<file path="src/map_pkg.sv">
// Purpose: Constants for the address decoder and I/O access bridge.
// Assumes: One 32-bit flat address space, one core clock.
// Notes: Peripheral window layout and clock divide are fixed here.
package map_pkg;
	// Capacity strap codes.
	localparam logic [2:0] ROM_512K = 3'h0;
	localparam logic [2:0] ROM_384K = 3'h1;
	localparam logic [2:0] ROM_256K = 3'h2;
	localparam logic [2:0] ROM_128K = 3'h3;
	localparam logic [1:0] RAM_48K = 2'h0;
	localparam logic [1:0] RAM_32K = 2'h1;
	localparam logic [1:0] RAM_16K = 2'h2;
	// ROM start addresses; ROM always ends at the top address.
	localparam logic [31:0] ROM_START_512K = 32'hFFF8_0000;
	localparam logic [31:0] ROM_START_384K = 32'hFFFA_8000;
	localparam logic [31:0] ROM_START_256K = 32'hFFFC_0000;
	localparam logic [31:0] ROM_START_128K = 32'hFFFE_0000;
	localparam logic [31:0] ROM_START_64K = 32'hFFFF_0000;
	// RAM end addresses; RAM always starts at zero.
	localparam logic [31:0] RAM_END_48K = 32'h0000_BFFF;
	localparam logic [31:0] RAM_END_32K = 32'h0000_7FFF;
	localparam logic [31:0] RAM_END_16K = 32'h0000_3FFF;
	localparam logic [31:0] RAM_END_10K = 32'h0000_27FF;
	// I/O region, selected by address bits 31:20, and peripheral bus windows, selected by address bits 19:16.
	localparam logic [11:0] IO_PAGE = 12'h000;
	localparam logic [3:0] PB1_SEL = 4'h8;
	localparam logic [3:0] PB2_SEL = 4'h9;
	localparam logic [3:0] PB3_SEL = 4'hA;
	localparam logic [3:0] PB6_SEL = 4'hC;
	localparam logic [1:0] PB1_CODE = 2'h0;
	localparam logic [1:0] PB2_CODE = 2'h1;
	localparam logic [1:0] PB3_CODE = 2'h2;
	localparam logic [1:0] PB6_CODE = 2'h3;
	// Bus-error registers sit in the first 256 bytes of peripheral bus 2.
	localparam logic [23:0] BUSERR_PAGE = 24'h0009_00;
	// Peripheral clock period in core clock cycles.
	localparam logic [7:0] PCLK_DIV = 8'h04;
	localparam logic [7:0] CYC_RESET = 8'h00;
	localparam logic [7:0] CYC_FIRST = 8'h01;
	localparam logic [31:0] WORD_RESET = 32'h0000_0000;
endpackage

</file>
<file path="src/memory_map_and_io_access.sv">
// Purpose: Address decode of the flat space and posted, ordered I/O register access.
// Assumes: Master, memories and peripheral buses run on clk_in; startup pin is asynchronous.
// Notes: One I/O access in flight at a time, which is what keeps writes in order.
`timescale 1ns/1ns
////////////////////////////////////////////////////////////////////////////////
// Overview of operation
// - Decode full 32-bit linear 4-Gbyte space.
// - ROM ends at top, start by capacity.
// - RAM starts at zero, end by capacity.
// - Same decode in boot and single-chip.
// - I/O writes are posted, acknowledged early.
// - Writes complete in order; last read-back suffices.
// - I/O cycles: main plus sync plus peripheral.
// - Peripheral cycles depend on addressed register.
// - Sync only on buses 2,3,6, not bus-error.
// - Main plus sync within one peripheral period.
// - Next access starts cycle after completion.
// - Counts hold only without fetch or master conflict.
module memory_map_and_io_access (
	input wire logic clk_in,
	input wire logic rstn_in,
	input wire logic startup_mode_pin_in,
	input wire logic [2:0] rom_cap_sel_in,
	input wire logic [1:0] ram_cap_sel_in,
	input wire logic conflict_in,
	input wire logic req_valid_in,
	output logic req_ready_out,
	input wire logic [31:0] req_addr_in,
	input wire logic req_we_in,
	input wire logic [31:0] req_wdata_in,
	output logic resp_valid_out,
	output logic [31:0] resp_rdata_out,
	output logic resp_err_out,
	output logic mem_ram_sel_out,
	output logic mem_rom_sel_out,
	output logic [31:0] mem_addr_out,
	output logic mem_we_out,
	output logic [31:0] mem_wdata_out,
	input wire logic [31:0] mem_rdata_in,
	output logic per_req_out,
	output logic [1:0] per_bus_out,
	output logic [31:0] per_addr_out,
	output logic per_we_out,
	output logic [31:0] per_wdata_out,
	input wire logic [31:0] per_rdata_in,
	input wire logic per_ready_in,
	output logic io_done_out,
	output logic [7:0] io_cycles_out,
	output logic unmapped_out,
	output logic boot_mode_out
);
	typedef enum logic [1:0] {
		ST_IDLE = 2'b00,
		ST_MAIN = 2'b01,
		ST_SYNC = 2'b10,
		ST_PERI = 2'b11
	} state_e;

	state_e state_q, state_d;
	logic md_s1_q, md_s2_q;
	logic [7:0] pdiv_q, cyc_q;
	logic [31:0] addr_q, wdata_q, rdata_q;
	logic we_q, sync_q, resp_q, err_q, done_q, unmapped_q;
	logic [1:0] bus_q;
	logic [7:0] io_cyc_q;

	////////////////////////////////////////////////////////////////////////////////
	// Decode. The startup pin is only reported; it never reaches the decode.
	wire [31:0] rom_start = (rom_cap_sel_in == map_pkg::ROM_512K) ? map_pkg::ROM_START_512K :
		(rom_cap_sel_in == map_pkg::ROM_384K) ? map_pkg::ROM_START_384K :
		(rom_cap_sel_in == map_pkg::ROM_256K) ? map_pkg::ROM_START_256K :
		(rom_cap_sel_in == map_pkg::ROM_128K) ? map_pkg::ROM_START_128K : map_pkg::ROM_START_64K;
	wire [31:0] ram_end = (ram_cap_sel_in == map_pkg::RAM_48K) ? map_pkg::RAM_END_48K :
		(ram_cap_sel_in == map_pkg::RAM_32K) ? map_pkg::RAM_END_32K :
		(ram_cap_sel_in == map_pkg::RAM_16K) ? map_pkg::RAM_END_16K : map_pkg::RAM_END_10K;
	wire hit_rom = req_addr_in >= rom_start;
	wire hit_ram = req_addr_in <= ram_end;
	wire [3:0] io_win = req_addr_in[19:16];
	wire in_io_page = req_addr_in[31:20] == map_pkg::IO_PAGE;
	wire hit_pb1 = in_io_page && io_win == map_pkg::PB1_SEL;
	wire hit_pb2 = in_io_page && io_win == map_pkg::PB2_SEL;
	wire hit_pb3 = in_io_page && io_win == map_pkg::PB3_SEL;
	wire hit_pb6 = in_io_page && io_win == map_pkg::PB6_SEL;
	wire hit_io = hit_pb1 | hit_pb2 | hit_pb3 | hit_pb6;
	wire hit_none = !(hit_rom | hit_ram | hit_io);
	wire [1:0] bus_code = hit_pb2 ? map_pkg::PB2_CODE : hit_pb3 ? map_pkg::PB3_CODE :
		hit_pb6 ? map_pkg::PB6_CODE : map_pkg::PB1_CODE;
	wire is_buserr = req_addr_in[31:8] == map_pkg::BUSERR_PAGE;
	wire need_sync = (hit_pb2 | hit_pb3 | hit_pb6) && !is_buserr;

	// A conflicting fetch or other master holds new requests off, so counts stay exact.
	assign req_ready_out = (state_q == ST_IDLE) && !conflict_in;
	wire take = req_valid_in && req_ready_out;
	wire take_mem = take && (hit_rom || hit_ram);
	wire take_io = take && hit_io;
	wire take_none = take && hit_none;
	wire tick = pdiv_q == (map_pkg::PCLK_DIV - 8'h01);
	wire peri_end = (state_q == ST_PERI) && per_ready_in;

	assign mem_ram_sel_out = take && hit_ram;
	assign mem_rom_sel_out = take && hit_rom;
	assign mem_addr_out = req_addr_in;
	assign mem_we_out = take && hit_ram && req_we_in;
	assign mem_wdata_out = req_wdata_in;
	assign per_req_out = state_q == ST_PERI;
	assign per_bus_out = bus_q;
	assign per_addr_out = addr_q;
	assign per_we_out = we_q;
	assign per_wdata_out = wdata_q;
	assign resp_valid_out = resp_q;
	assign resp_rdata_out = rdata_q;
	assign resp_err_out = err_q;
	assign io_done_out = done_q;
	assign io_cycles_out = io_cyc_q;
	assign unmapped_out = unmapped_q;
	assign boot_mode_out = !md_s2_q;

	////////////////////////////////////////////////////////////////////////////////
	// Access sequencer. Sync waits for the peripheral clock edge, so main plus sync
	// never exceeds one peripheral period.
	always_comb begin
		state_d = state_q;
		unique case (state_q)
			ST_IDLE: begin
				if (take_io) begin
					state_d = ST_MAIN;
				end
			end
			ST_MAIN: begin
				// Skipping sync on a divider tick keeps main plus sync within four cycles.
				state_d = (sync_q && !tick) ? ST_SYNC : ST_PERI;
			end
			ST_SYNC: begin
				if (tick) begin
					state_d = ST_PERI;
				end
			end
			ST_PERI: begin
				if (per_ready_in) begin
					state_d = ST_IDLE;
				end
			end
		endcase
	end

	always_ff @(posedge clk_in or negedge rstn_in) begin
		if (!rstn_in) begin
			state_q <= ST_IDLE;
			md_s1_q <= 1'b1;
			md_s2_q <= 1'b1;
			pdiv_q <= map_pkg::CYC_RESET;
		end else begin
			state_q <= state_d;
			md_s1_q <= startup_mode_pin_in;
			md_s2_q <= md_s1_q;
			pdiv_q <= tick ? map_pkg::CYC_RESET : pdiv_q + 8'h01;
		end
	end

	always_ff @(posedge clk_in or negedge rstn_in) begin
		if (!rstn_in) begin
			addr_q <= map_pkg::WORD_RESET;
			wdata_q <= map_pkg::WORD_RESET;
			we_q <= 1'b0;
			sync_q <= 1'b0;
			bus_q <= map_pkg::PB1_CODE;
			cyc_q <= map_pkg::CYC_RESET;
		end else begin
			if (take_io) begin
				addr_q <= req_addr_in;
				wdata_q <= req_wdata_in;
				we_q <= req_we_in;
				sync_q <= need_sync;
				bus_q <= bus_code;
				cyc_q <= map_pkg::CYC_FIRST;
			end else if (state_q != ST_IDLE) begin
				cyc_q <= cyc_q + 8'h01;
			end
		end
	end

	// Write answers go out at the take, ahead of completion; I/O read answers wait for the peripheral bus.
	always_ff @(posedge clk_in or negedge rstn_in) begin
		if (!rstn_in) begin
			resp_q <= 1'b0;
			err_q <= 1'b0;
			rdata_q <= map_pkg::WORD_RESET;
			done_q <= 1'b0;
			unmapped_q <= 1'b0;
			io_cyc_q <= map_pkg::CYC_RESET;
		end else begin
			resp_q <= take_mem || take_none || (take_io && req_we_in) || (peri_end && !we_q);
			err_q <= take_none;
			unmapped_q <= take_none;
			done_q <= peri_end;
			if (take_mem) begin
				rdata_q <= mem_rdata_in;
			end else if (take_none) begin
				rdata_q <= map_pkg::WORD_RESET;
			end else if (peri_end && !we_q) begin
				rdata_q <= per_rdata_in;
			end
			if (peri_end) begin
				io_cyc_q <= cyc_q;
			end
		end
	end

	////////////////////////////////////////////////////////////////////////////////
	// Checks.
	logic [7:0] chk_sync_q, chk_peri_q;
	always_ff @(posedge clk_in or negedge rstn_in) begin
		if (!rstn_in) begin
			chk_sync_q <= map_pkg::CYC_RESET;
			chk_peri_q <= map_pkg::CYC_RESET;
		end else begin
			chk_sync_q <= take_io ? map_pkg::CYC_RESET : chk_sync_q + {7'h00, state_q == ST_SYNC};
			chk_peri_q <= take_io ? map_pkg::CYC_RESET : chk_peri_q + {7'h00, state_q == ST_PERI};
		end
	end
endmodule

</file>
<file path="config.mk">
export PLATFORM = sky130hd
export DESIGN_NAME = memory_map_and_io_access
export DESIGN_NICKNAME = d
export VERILOG_FILES = /design/src/map_pkg.sv /design/src/memory_map_and_io_access.sv
export SDC_FILE = /design/constraint.sdc
export NUM_CORES = 1
export LEC_CHECK = 0
export BUFFER_PORTS_ARGS = -buffer_cell sky130_fd_sc_hd__buf_2
export CAP_MARGIN = 20
export CORE_AREA = 3 3 125 127
export CTS_CLUSTER_SIZE = 14
export DETAILED_ROUTE_END_ITERATION = 8
export DIE_AREA = 0 0 128 130
export PLACE_DENSITY = 0.81
export SETUP_SLACK_MARGIN = 0.5
export SLEW_MARGIN = 20
export SYNTH_ARGS = -nofsm -noshare
export SYNTH_HDL_FRONTEND = slang
export SYNTH_SLANG_ARGS = --single-unit
</file>
<file path="constraint.sdc">
create_clock -name clk_in -period 2.9 [get_ports clk_in]
set_input_delay 0.145 -clock clk_in [delete_from_list [all_inputs] [get_ports clk_in]]
set_output_delay 0.145 -clock clk_in [all_outputs]
set_load 0.01 [all_outputs]
</file>
==> summary.md, run 1 <==
| Metric | Value |
|---|---|
| Run status | finished, final reports clean |
| CP max-delay cell | or4b_4 |
| Area growth syn-to-layout | 41.3% |
| Worst path cell trace | ha_2 -> or4b_4 -> nor4_4 -> o22ai_2 -> a21oi_2 -> mux2_2 |
| Die width | 128 um |
| GR Overflow Total | 0 |
| Pwr/cell area | 695 nW/um^2 |
| Number of remaining DRC errors | 0 |
| Synth Cell Area | 6310 um^2 |
| Setup TNS | 0 ps |
| CP Class | reg2reg |
| Sequential group share of total power | 38.5% |
| Worst EP required | 3200 ps |
| Die Y | 130 um |
| Combinational power share | 27.5% |
| Fillers | 1122 |
| Worst-Skew Late Latency | 410 ps |
| Final instance area | 8920 um^2 |
| Register area share after synthesis | 52.0% |
| Total wire length | 17900 um |
| #FFs+latches synth | 131 |
| Minimum clock period | 2280 ps |
| Diode count | 0 |
| Initial Util | 43.4% |
| Core Box Area | 14500 um^2 |
| Clock power share | 34.0% |
| Sw frac | 31.1% |
| Root buffer cell | clkbuf_16 |
| Final RePlAce weighted congestion | 0.789 |
| H-Tree Depth | 4 |
| Synth area leader | dfrtp_1 |
| RSZ-0062 raised after global routing | false |
| Dpl cell area | 7610 um^2 |
| Mean Syn Cell Area | 11.9 um^2 |
| Worst-path clk slew | 60 ps |
| Post-DR wirelength/cell | 16.9 um |
| Most frequent cells in the layout | buf_2 (319), dfrtp_1 (129), dlygate4sd3_1 (69) |
| DR iter-0 viols | 184 |
| First-pass GRT wire length | 27500 um |
| Top FF cell, synth | dfrtp_1 |
| Overall routing resource usage | 21.3% |
| Worst slew pin tran | 644 ps |
| Synthesis Warnings | 0 |
| Syn Nets | 684 |
| Synth top area share | 51.1% |
| Routed Antenna Nets | 0 |
| Hpwl dp | 12400 um |
| Worst setup SP type | flop |
| Ports | 321 |
| NetSw | 1930 uW |
| Leakage | 0.00491 uW |
| Commonest non-fill, non-tap cell in the layout | buf_2 |
| Fraction of layout cells with a size suffix above 1 | 49.5% |
| Synth unique cells | 54 |
| Synth top area cells | dfrtp_1 (51%), mux2_2 (9.3%), buf_4 (8.0%) |
| Mapped Cells | 529 |
| Port buffer count | 320 |
| Fin. max-slew vios | 0 |
| Max frequency | 0.438 GHz |
| Largest net degree at the start of global routing | 48 |
| Max Fanout on Critical Path | 5 |
| VDD IR max | 0.400 mV |
| Post-synth EDFFs | 0 |
| Max Cap Viol | 0 |
| Clk sink count | 131 |
| P_int | 4270 uW |
| Die ar. | 16600 um^2 |
| Fraction of registers with async set/reset | 100% |
| Vias | 5277 |
| Total chip power | 6200 uW |
| Largest delay share family, worst path | simple AND/OR/NAND/NOR gates |
| Vias/cell | 5.00 |
| Final period utilization | 78.8% |
| Fin. Hold Viols | 0 |
| Pre-antenna DRT Iters | 4 |
| Final net count | 1014 |
| Worst EP arrival | 2580 ps |
| Hold Crit Class | in2reg |
| Worst Skew | 7.87 ps |
| Num CTS Buffers | 17 |
| WP buf/inv | 0 |
| FP Rows | 44 |
| Initial antenna violation count | 0 |
| Max clock buf depth | 2 |
| CP endpoint kind | flop |
| Final Setup Violations | 0 |
| CTS tree | done |
| Crit-path max cell delay | 480 ps |
| Vias in the first global route | 5413 |
| Relative slew slack | 57.1% |
cell usage after synthesis (4+ instances only):
library cell,number
dfrtp_1,129
buf_4,67
mux2_2,52
nand2_1,41
mux2i_1,33
o22ai_1,32
and2_1,16
buf_2,16
ha_1,15
nor2_1,14
nand4_1,10
inv_1,9
mux2_1,8
nor4_1,7
xnor2_1,7
nand3_1,6
xor2_1,6
a21oi_1,5
and3_1,5
nand2b_1,4
metrics by stage:
step                      setup slack (ps)  hold WS (ps)  cells  utilization [%]
after detailed placement               232           108    953             52.4
after CTS                              506          2.72   1054             61.1
final                                  615          22.5   1056             61.4
after floorplan                        742          -151    529                -
after global placement                 314           105    953             52.4
after global routing                   513          11.4   1056             61.4
power by group through the flow:
stage | clock network [uW] | logic, uW | registers (uW)
finish | 2110 | 1710 | 2380
global route | 2240 | 1880 | 2430
CTS | 2150 | 1710 | 2390
detailed placement | 0 | 1640 | 2420
global placement | 0 | 1590 | 2400
floorplan | 0 | 888 | 2510
flip-flops by register name (all words and copies together) (netlist names):
name            flops
md_s1_q             1
unmapped_out        1
per_we_out          1
resp_valid_out      1
per_addr_out       32
io_done_out         1
per_bus_out         2
resp_rdata_out     32
md_s2_q             1
per_wdata_out      32
state_q             2
io_cycles_out       8
cyc_q               8
pdiv_q              8
sync_q              1
final timing paths:
kind	start	to	slack, ps	depth (start not counted)
max	pdiv_q[0]$_DFF_PN0_	state_q[1]$_DFFE_PN0P_	620	6
min	req_addr_in[15]	per_addr_out[15]$_DFFE_PN0P_	20	2
max reg2reg	pdiv_q[0]$_DFF_PN0_	state_q[1]$_DFFE_PN0P_	620	6
min reg2reg	md_s1_q$_DFF_PN1_	md_s2_q$_DFF_PN1_	360	0
max in group asynchronous	rstn_in	md_s2_q$_DFF_PN1_	1860	3
min in group asynchronous	rstn_in	per_addr_out[30]$_DFFE_PN0P_	230	2
worst register-to-register path, delay by kind of cell (launching register included):
kind                       cells  cell delay [ps]
and+or+nand+nor                2              880
DFF                            1              410
adders and majority gates      1              240
muxes                          1              350
AOI/OAI and AO/OA              2              290
per-layer routing:
| layer | wire [um] | part of all wire (%) | track usage (%) |
|---|---|---|---|
| met5 | 0 | 0 | 0 |
| met4 | 535 | 3.0 | 9.80 |
| met3 | 1460 | 8.1 | 6.26 |
| met2 | 9320 | 52 | 38.7 |
| met1 | 6560 | 37 | 23.0 |
kinds of logic (layout without fill, tap and decap cells):
logic type | Yosys count | in the layout | share of synthesized area [%]
AOI/OAI and AO/OA | 57 | 57 | 6.28
xor gates and xnor gates | 13 | 13 | 1.80
adders and majority gates | 15 | 15 | 2.97
buffers and inverters | 99 | 442 | 10.5
DFF | 131 | 131 | 52.0
muxes | 93 | 93 | 15.9
and+or+nand+nor | 121 | 121 | 10.5
layout make-up:
type                       count  area (um^2)  area share [%]
clock inverter                14          155            1.74
timing repair buffer         401         2400            26.9
multi-input combinational    299         2390            26.8
clock buffer                  18          429            4.81
tap                          184          230            2.58
sequential                   131         3280            36.8
inverter                       9         33.8           0.379
what timing repair did:
item,in CTS,in global routing
endpoints found under the setup margin,0,69
buffers inserted,0,2
hold buffers,69,0
resized for setup,0,7
hold endpoints to repair,112,0
Power figures use the tool's default switching activity.
==> inputs of run 2 (changes only) <==
==> constraint.sdc (replaced) <==
create_clock -name clk_in -period 2.2 [get_ports clk_in]
set_input_delay 0.11 -clock clk_in [delete_from_list [all_inputs] [get_ports clk_in]]
set_output_delay 0.11 -clock clk_in [all_outputs]
set_load 0.01 [all_outputs]
==> run 2 against run 1 <==
  * Worst hold slack better by 3.8 ps
  * Register-to-register slack got worse by 390 ps
  * Sequential share of layout area down 5.1 points
  * Clock power rose by 42%
  * Combinational power grew 67%
  * Flip-flop and latch count unchanged
  * Non-clock buffer count grew 67
  * Clock skew is 3.3 ps higher
  * Worst setup slack worse by 390 ps
  * Final area increased by 16%
  * Via count up 10%
  * Die area unchanged
  * Highest routed layer unchanged
==> summary.md, run 2 (same netlist as run 1, synthesis figures left out) <==
| Metric | Value |
|---|---|
| Run status | finished, final reports clean |
| Fraction of layout cells with a size suffix above 1 | 54.6% |
| Port buffer count | 320 |
| Initial antenna violation count | 1 |
| Most frequent cells in the layout | buf_2 (313), dfrtp_1 (129), dlygate4sd3_1 (100) |
| FP Rows | 44 |
| Worst-Skew Late Latency | 410 ps |
| Overall routing resource usage | 25.4% |
| Minimum clock period | 1970 ps |
| CP endpoint kind | flop |
| H-Tree Depth | 4 |
| Hpwl dp | 12600 um |
| Worst setup SP type | flop |
| Fillers | 947 |
| Dpl cell area | 7870 um^2 |
| Num CTS Buffers | 17 |
| Max frequency | 0.507 GHz |
| Number of remaining DRC errors | 0 |
| Total wire length | 22400 um |
| Pre-antenna DRT Iters | 5 |
| Post-DR wirelength/cell | 19.9 um |
| Largest net degree at the start of global routing | 67 |
| GR Overflow Total | 0 |
| Hold Crit Class | in2reg |
| Ports | 321 |
| Worst-path clk slew | 60 ps |
| Die Y | 130 um |
| Max Cap Viol | 0 |
| Final Setup Violations | 0 |
| Post-route setup slack | 226 ps |
| Initial Util | 43.4% |
| Final period utilization | 89.7% |
| Clk sink count | 131 |
| Final RePlAce weighted congestion | 0.768 |
| Relative slew slack | 65.8% |
| CTS tree | done |
| Worst Skew | 11.1 ps |
| Worst EP required | 2500 ps |
| Setup WS pre-CTS | 112 ps |
| Die width | 128 um |
| Leakage | 0.00548 uW |
| Worst EP arrival | 2270 ps |
| Fin. max-slew vios | 0 |
| Pwr/cell area | 870 nW/um^2 |
| Setup TNS | 0 ps |
| Root buffer cell | clkbuf_16 |
| Max Fanout on Critical Path | 2 |
| Die ar. | 16600 um^2 |
| Max clock buf depth | 2 |
| Final instance area | 10300 um^2 |
| Vias/cell | 5.17 |
| Vias | 5813 |
| VDD IR max | 0.719 mV |
| Final net count | 1081 |
| Area growth syn-to-layout | 63.9% |
| CP Class | reg2reg |
| DR iter-0 viols | 293 |
| Routed Antenna Nets | 0 |
| Worst slew pin tran | 508 ps |
| Commonest non-fill, non-tap cell in the layout | buf_2 |
| RSZ-0062 raised after global routing | true |
| Vias in the first global route | 5951 |
| Fin. Hold Viols | 0 |
| Core Box Area | 14500 um^2 |
| First-pass GRT wire length | 32500 um |
==> run 2: path summary, 6_finish.rpt <==
path                                     start                        endpoint  slack (ps)  depth (start not counted)
min in group asynchronous              rstn_in            cyc_q[4]$_DFFE_PN0P_         150                          2
hold / removal                 per_rdata_in[1]   resp_rdata_out[1]$_DFFE_PN0P_          30                          3
setup reg to reg           pdiv_q[0]$_DFF_PN0_          state_q[1]$_DFFE_PN0P_         230                          6
max in group asynchronous              rstn_in  resp_rdata_out[17]$_DFFE_PN0P_        1260                          3
hold reg to reg              md_s1_q$_DFF_PN1_               md_s2_q$_DFF_PN1_         360                          0
setup / recovery           pdiv_q[0]$_DFF_PN0_          state_q[1]$_DFFE_PN0P_         230                          6
==> run 2: what timing repair did <==
action | 4_1_cts | 5_1_grt
endpoints found under the setup margin | 100 | 112
pin swaps | 21 | 15
gates resized for setup | 26 | 44
gates cloned | 8 | 4
buffers inserted | 20 | 3
hold buffers | 100 | 0
hold endpoints to repair | 175 | 0
==> run 2: stage by stage <==
step	hold WS (ps)	utilization, %	cells	total power, uW
6_report	26.3	71.2	1125	9010
5_1_grt	5.27	71.2	1124	9400
4_1_cts	0.614	68.9	1116	8730
3_5_place_dp	9.00	54.1	956	5410
3_3_place_gp	5.74	54.1	956	5330
2_1_floorplan	-186	-	529	4540
==> run 2: per-layer routing <==
layer | vias up | wire length (um) | GRT usage (%)
li1 | 2596 | - | -
met1 | 2802 | 8050 | 27.3
met2 | 356 | 11900 | 47.2
met3 | 59 | 1760 | 7.45
met4 | 0 | 729 | 9.68
met5 | - | 0 | 0
==> run 2: cell type report <==
type	count	area (um^2)	area share (%)
antenna	2	5.00	0.0484
clock buffer	22	484	4.68
clock inverter	10	146	1.41
inverter	9	33.8	0.326
multi-input combinational	299	2760	26.7
sequential	131	3280	31.7
tap	184	230	2.22
timing repair buffer	468	3410	32.9
==> run 2: worst max-delay path, cell delays in order, from the launching register on <==
cell	delay, ps
dfrtp_1	410
ha_4	150
or4b_4	460
nor4_4	200
o22ai_2	130
a21oi_2	170
mux2_4	320
==> run 2: power by group <==
group | internal (uW) | switching (uW) | total, uW
Clock | 1910 | 1080 | 2990
Combinational | 1420 | 1430 | 2850
Sequential | 2860 | 308 | 3170
Total | 6190 | 2810 | 9010
